## config.mk

```make
export PLATFORM = sky130hd
export DESIGN_NAME = kbs_scheduler
export DESIGN_NICKNAME = d
export VERILOG_FILES = /design/src/design/kds_slot_timer.v /design/src/design/kds_scheduler.v
export VERILOG_INCLUDE_DIRS = /design/src /design/src/design
export SDC_FILE = /design/constraint.sdc
export NUM_CORES = 1
export LEC_CHECK = 0
export ABC_AREA = 0
export BUFFER_PORTS_ARGS = -buffer_cell sky130_fd_sc_hd__buf_2
export CAP_MARGIN = 10
export CORE_ASPECT_RATIO = 0.8
export CORE_MARGIN = 1
export CORE_UTILIZATION = 37
export DETAILED_ROUTE_END_ITERATION = 12
export GPL_ROUTABILITY_DRIVEN = 0
export PLACE_DENSITY = 0.65
export SETUP_SLACK_MARGIN = 0.1
export SYNTH_ARGS = -nofsm -noshare
export SYNTH_HDL_FRONTEND = slang
export SYNTH_SLANG_ARGS = --single-unit
```

## constraint.sdc

```tcl
create_clock -name clk -period 3 [get_ports clk]
set_clock_uncertainty 0.1 [all_clocks]
set_input_delay 0.15 -clock clk [delete_from_list [all_inputs] [get_ports clk]]
set_output_delay 0.15 -clock clk [all_outputs]
set_load 0.05 [all_outputs]
```

## src/design/kds_defines.vh

```
`ifndef KBS_DEFINES_VH
`define KBS_DEFINES_VH
// Grid count per frame (16 digits at most)
`define KBS_NUM_GRIDS 16
// Cycles per grid slot at 125 MHz (8 us nominal slot)
`define KBS_SLOT_NS 8000
`define KBS_CLK_NS 8
`define KBS_SLOT_CYC (`KBS_SLOT_NS / `KBS_CLK_NS)
// Key matrix shape
`define KBS_KEY_COLS 12
`define KBS_KEY_ROWS 2
`endif

```

## src/design/kds_slot_timer.v

```verilog
`timescale 1ns/1ps
`include "kds_defines.vh"
module kbs_slot_timer #(
  parameter SLOT_CYC = `KBS_SLOT_CYC
) (
  // Clock and reset
  input wire clk,
  input wire reset,
  // Slot end pulse
  output reg slot_end
);
  reg [15:0] cnt_reg;

  always @(posedge clk)
  begin
    if (reset)
    begin
      cnt_reg <= 16'h0000;
      slot_end <= 1'b0;
    end
    else if (cnt_reg == SLOT_CYC[15:0] - 16'h0001)
    begin
      cnt_reg <= 16'h0000;
      slot_end <= 1'b1;
    end
    else
    begin
      cnt_reg <= cnt_reg + 16'h0001;
      slot_end <= 1'b0;
    end
  end
endmodule

```

## src/design/kds_scheduler.v

```verilog
// How it works
// - One key-scan cycle equals one frame
// - Store 12 by 2 key matrix into RAM
// - Display on: scan only at frame end
// - Display off: scan cycles back to back
// - Grids inactive throughout the scan slot
`timescale 1ns/1ps
`include "kds_defines.vh"
module kbs_scheduler #(
  parameter NUM_GRIDS = `KBS_NUM_GRIDS,
  parameter SLOT_CYC = `KBS_SLOT_CYC,
  parameter KEY_COLS = `KBS_KEY_COLS,
  parameter KEY_ROWS = `KBS_KEY_ROWS
) (
  // Clock and reset
  input wire clk,
  input wire reset,
  // Control
  input wire display_on,
  // Key matrix
  input wire [KEY_ROWS-1:0] key_rows,
  output reg [KEY_COLS-1:0] key_col_drive,
  // Display grids
  output reg [NUM_GRIDS-1:0] grid_out,
  // Status
  output reg scan_active,
  output reg frame_done,
  // Key RAM read port
  input wire [3:0] key_rd_col,
  output reg [KEY_ROWS-1:0] key_rd_data
);
  // Hold: display switched off mid-grid, dark until the next slot boundary
  localparam [1:0] ST_GRID = 2'b00;
  localparam [1:0] ST_SCAN = 2'b01;
  localparam [1:0] ST_HOLD = 2'b10;

  reg [1:0] state_reg;
  reg [1:0] state_next;
  reg [4:0] grid_idx_reg;
  reg [4:0] grid_idx_next;
  reg [3:0] col_idx_reg;
  reg [3:0] col_idx_next;
  reg frame_done_next;
  reg ram_we;
  reg [KEY_ROWS-1:0] key_ram [0:KEY_COLS-1];
  wire slot_end;
  integer i;

  kbs_slot_timer #(
    .SLOT_CYC(SLOT_CYC)
  ) u_timer (
    .clk(clk),
    .reset(reset),
    .slot_end(slot_end)
  );

  function [NUM_GRIDS-1:0] onehot;
    input [4:0] idx;
    begin
      onehot = {{(NUM_GRIDS-1){1'b0}}, 1'b1} << idx;
    end
  endfunction

  function [KEY_COLS-1:0] col_sel;
    input [3:0] idx;
    begin
      col_sel = {{(KEY_COLS-1){1'b0}}, 1'b1} << idx;
    end
  endfunction

  function last_grid;
    input [4:0] idx;
    begin
      last_grid = (idx == NUM_GRIDS[4:0] - 5'h01);
    end
  endfunction

  function last_col;
    input [3:0] idx;
    begin
      last_col = (idx == KEY_COLS[3:0] - 4'h1);
    end
  endfunction

  // Columns are scanned one per slot tick; a scan slot spans KEY_COLS ticks
  always @*
  begin
    state_next = state_reg;
    grid_idx_next = grid_idx_reg;
    col_idx_next = col_idx_reg;
    frame_done_next = 1'b0;
    ram_we = 1'b0;
    case (state_reg)
      ST_GRID:
      begin
        if (!display_on)
        begin
          // Scan starts on a slot boundary so column 0 gets a full slot
          grid_idx_next = 5'h00;
          col_idx_next = 4'h0;
          if (slot_end)
            state_next = ST_SCAN;
          else
            state_next = ST_HOLD;
        end
        else if (slot_end)
        begin
          if (last_grid(grid_idx_reg))
          begin
            grid_idx_next = 5'h00;
            col_idx_next = 4'h0;
            state_next = ST_SCAN;
          end
          else
            grid_idx_next = grid_idx_reg + 5'h01;
        end
      end
      ST_HOLD:
      begin
        if (slot_end)
        begin
          col_idx_next = 4'h0;
          state_next = ST_SCAN;
        end
      end
      ST_SCAN:
      begin
        if (slot_end)
        begin
          // Rows sampled at slot end so the column drive has settled
          ram_we = 1'b1;
          if (last_col(col_idx_reg))
          begin
            col_idx_next = 4'h0;
            frame_done_next = 1'b1;
            if (display_on)
              state_next = ST_GRID;
            else
              state_next = ST_SCAN;
          end
          else
            col_idx_next = col_idx_reg + 4'h1;
        end
      end
      default:
      begin
        state_next = ST_SCAN;
        col_idx_next = 4'h0;
        grid_idx_next = 5'h00;
      end
    endcase
  end

  always @(posedge clk)
  begin
    if (reset)
    begin
      state_reg <= ST_SCAN;
      grid_idx_reg <= 5'h00;
      col_idx_reg <= 4'h0;
    end
    else
    begin
      state_reg <= state_next;
      grid_idx_reg <= grid_idx_next;
      col_idx_reg <= col_idx_next;
    end
  end

  // Outputs follow the next state, so every grid gets the same slot length
  always @(posedge clk)
  begin
    if (reset)
    begin
      grid_out <= {NUM_GRIDS{1'b0}};
      key_col_drive <= {KEY_COLS{1'b0}};
      scan_active <= 1'b0;
      frame_done <= 1'b0;
    end
    else
    begin
      frame_done <= frame_done_next;
      if (state_next == ST_GRID)
        grid_out <= onehot(grid_idx_next);
      else
        grid_out <= {NUM_GRIDS{1'b0}};
      if (state_next == ST_SCAN)
      begin
        scan_active <= 1'b1;
        key_col_drive <= col_sel(col_idx_next);
      end
      else
      begin
        scan_active <= 1'b0;
        key_col_drive <= {KEY_COLS{1'b0}};
      end
    end
  end

  always @(posedge clk)
  begin
    if (reset)
    begin
      for (i = 0; i < KEY_COLS; i = i + 1)
        key_ram[i] <= {KEY_ROWS{1'b0}};
    end
    else if (ram_we)
      key_ram[col_idx_reg] <= key_rows;
  end

  always @(posedge clk)
  begin
    if (reset)
      key_rd_data <= {KEY_ROWS{1'b0}};
    else if (key_rd_col < KEY_COLS[3:0])
      key_rd_data <= key_ram[key_rd_col];
    else
      key_rd_data <= {KEY_ROWS{1'b0}};
  end
endmodule

```

==> key figures <==
Worst setup path
  – Critical Path RT: 3.18 ns
  – CP arrival: 2.83 ns
  – CP Buf/Inv Count: 2
  – CP max FO: 14
  – Slowest stage delay, CP: 0.56 ns
  – Crit path depth: 8
  – CP Launch Type: flop
  – Crit end category: flop
  – Reg2reg path depth: 8
  – Crit path max-delay family: simple AND/OR/NAND/NOR gates
  – Cell Chain, Critical Path: inv_1, ha_1, or3_1, a222oi_1, buf_4, nor3_1, or4b_4, nor2_1
  – Critical path class: flop to flop
  – CP max-delay cell: or4b_4

GRT
  – Vias in the first global route: 2636
  – GRT Overall Usage: 0.155
  – First-pass GRT wire length: 12900 um
  – Antenna violations before repair: 0
  – GRT Residual Overflow: 0
  – Largest net degree at the start of global routing: 22

Floorplan
  – Core Area: 0.0102 mm^2
  – Die Height: 93.9 um
  – Die W: 117 um
  – Top Ports: 41
  – Initial Utilization: 0.382
  – Std-Cell Rows: 33
  – Die area: 0.0110 mm^2

Yosys
  – Yosys warns: 0
  – Largest area contributor in the netlist: dfxtp_1
  – Top cell type's share of synthesized area: 0.307
  – Mapped Cells: 384
  – Async set or reset register ratio after synthesis: 0
  – Post-synthesis cell area: 0.00391 mm^2
  – Post-synthesis sequential area ratio: 0.492
  – Netlist cell types: 60
  – Mapped Nets: 404
  – Syn Area/Cell: 10.2 um^2
  – Synth area leaders: dfxtp_1, edfxtp_1, nor2_1
  – Number of synthesized register bits: 84
  – Post-synth EDFFs: 24
  – Top FF cell, synth: dfxtp_1

Finish
  – Register area: 0.00192 mm^2
  – Number of fill cells: 989
  – Layout cell share with drive strength beyond 1: 0.217
  – Area grow syn2layout: 16.5%
  – Final #Nets: 443
  – Multi-input logic area: 0.00180 mm^2
  – Final Instance Area: 0.00455 mm^2
  – Max FFs per register: 24
  – Ant. Diodes: 0

Min path
  – Worst Hold Class: input port to flop
  – Worst Hold Depth: 4

Timing
  – Fin crit period: 2.65 ns
  – Crit share post-route: 0.884
  – Least-Margin Pin Slew: 0.590 ns
  – RSZ-0062 raised after global routing: no
  – Hold Vio Cnt, Final: 0
  – Min Hold Slack: 0.0471 ns
  – Setup violators final: 0
  – Fmax: 377 MHz
  – Relative slew slack: 0.607
  – Setup TNS: 0 ns
  – Final Max Slew Viols: 0

Power and ir drop
  – VDD IR-drop max: 292 uV
  – Combinational share of power: 0.034
  – Clock group share of total power: 0.498
  – Leak: 1.86 nW
  – Seq pwr share: 0.467
  – Internal Power: 2.06 mW
  – Power Dens Cells: 563 mW/mm^2
  – P_sw: 0.503 mW
  – Switching share of power: 0.196

Routing
  – Via count: 2870
  – DRT antenna net count: 0
  – Iteration-0 DRC Markers: 218
  – DRC: 0
  – Post-Route WL: 7960 um
  – DR WL/cell: 14.0 um
  – DR pass1 iterations: 4
  – Vias per Instance: 5.05

Clock tree
  – Clk buf depth: 2
  – CTS Buf Count: 9
  – Worst-skew pair later-pin latency: 0.34 ns
  – CTS H-Tree Depth: 3
  – CTS root buffer: clkbuf_16
  – Reg clk slew, reported paths: 0.06 ns
  – Clock Sinks: 84
  – TritonCTS clock tree: done

Flow run
  – Max-Cap Viols: 0

Place
  – Post-DP HPWL: 5760 um
  – Area after DPL: 0.00419 mm^2
  – I/O Buffers: 40

Outcome
  – Outcome: completed
==> cells in the final DEF (no fill, tap or decap), drive strengths merged, types with 2 or more instances in the layout <==
cell	instances
xnor2	6
nor3b	5
buf	46
dfxtp	60
nor3	11
o32ai	2
edfxtp	24
xor2	8
mux4	6
and3	7
mux2i	2
nor4	4
a21oi	10
nand2	20
and2	24
and4	4
o211ai	4
nand4b	3
ha	11
bufinv	2
or2	15
a21o	5
o21a	2
or3	2
nand4	7
o21ai	5
a31oi	3
clkbuf	12
nand3	11
o31ai	2
a22oi	2
nor2	55
and3b	3
o22ai	3
nor2b	5
inv	14
nand2b	6
o211a	2
==> cells by family (layout without fill, tap and decap cells) <==
| group | count (synthesis) | after routing | synth area share |
|---|---|---|---|
| buf+inv | 31 | 75 | 0.0464 |
| mux | 8 | 8 | 0.0397 |
| simple gates | 189 | 189 | 0.271 |
| compound gates | 47 | 47 | 0.0849 |
| xor+xnor | 14 | 14 | 0.0314 |
| flops | 84 | 84 | 0.492 |
| fa+ha+maj | 11 | 11 | 0.0352 |
==> layout make-up <==
class | count | area share
clock buffers | 12 | 0.0616
clock inverters | 4 | 0.0165
multi-input cells | 269 | 0.396
inverters | 13 | 0.0107
flip-flops and latches | 84 | 0.422
repair buffers | 46 | 0.0539
well taps | 140 | 0.0385
==> worst register-to-register path: cells and delay by family, from the launching register on <==
family | cells | cell delay [ns]
AO/OA/AOI/OAI | 1 | 0.41
adder cells (fa/ha/maj) | 1 | 0.33
flip-flops | 1 | 0.38
AND/OR/NAND/NOR | 4 | 1.10
buffers and inverters | 2 | 0.28
==> final timing paths <==
kind	slack, ns	from	end
min reg2reg	0.37	u_timer.cnt_reg[0]$_SDFF_PP0_	u_timer.cnt_reg[0]$_SDFF_PP0_
max reg2reg	0.35	state_reg[1]$_SDFF_PP0_	key_col_drive[6]$_SDFF_PP0_
min	0.05	key_rd_col[2]	key_rd_data[0]$_SDFF_PP0_
max	0.35	state_reg[1]$_SDFF_PP0_	key_col_drive[6]$_SDFF_PP0_
==> power by group through the flow <==
stage	registers, mW	clock network [mW]	logic, mW
global route	1.20	1.35	0.0951
floorplan	1.23	0	0.0532
global placement	1.22	0	0.0868
finish	1.20	1.28	0.0882
CTS	1.20	1.30	0.0891
detailed placement	1.22	0	0.0891
==> stage by stage <==
stage / setup WS [ns] / util / std cells / power, mW
2_1_floorplan: 0.644 / - / 384 / 1.28
5_1_grt: 0.234 / 0.444 / 568 / 2.64
3_3_place_gp: 0.400 / 0.409 / 551 / 1.31
4_1_cts: 0.332 / 0.444 / 567 / 2.58
3_5_place_dp: 0.357 / 0.409 / 551 / 1.31
6_report: 0.348 / 0.444 / 568 / 2.56
==> timing repair <==
item	in CTS	in global routing
hold buffers	0	0
gates resized for setup	0	0
endpoints found under the setup margin	0	1
setup buffers	0	1
==> per-layer routing <==
metal | track usage | share of wire
met5 | 0 | 0
met4 | 0.0601 | 0.014
met3 | 0.0413 | 0.046
met2 | 0.224 | 0.44
met1 | 0.218 | 0.50
==> cell usage after synthesis, drive strengths merged, types with 4 or more instances <==
cell     n
dfxtp   60
o211ai   4
nand2b   6
nor3b    5
or2     15
nor3    11
nor2    55
o21ai    5
nor4     4
nand3   11
xor2     8
and4     4
a21oi   10
and2    24
nand4    7
clkbuf  15
xnor2    6
inv     13
and3     7
nand2   20
mux4     6
edfxtp  24
a21o     5
nor2b    5
ha      11
(Power assumes the default switching activity.)
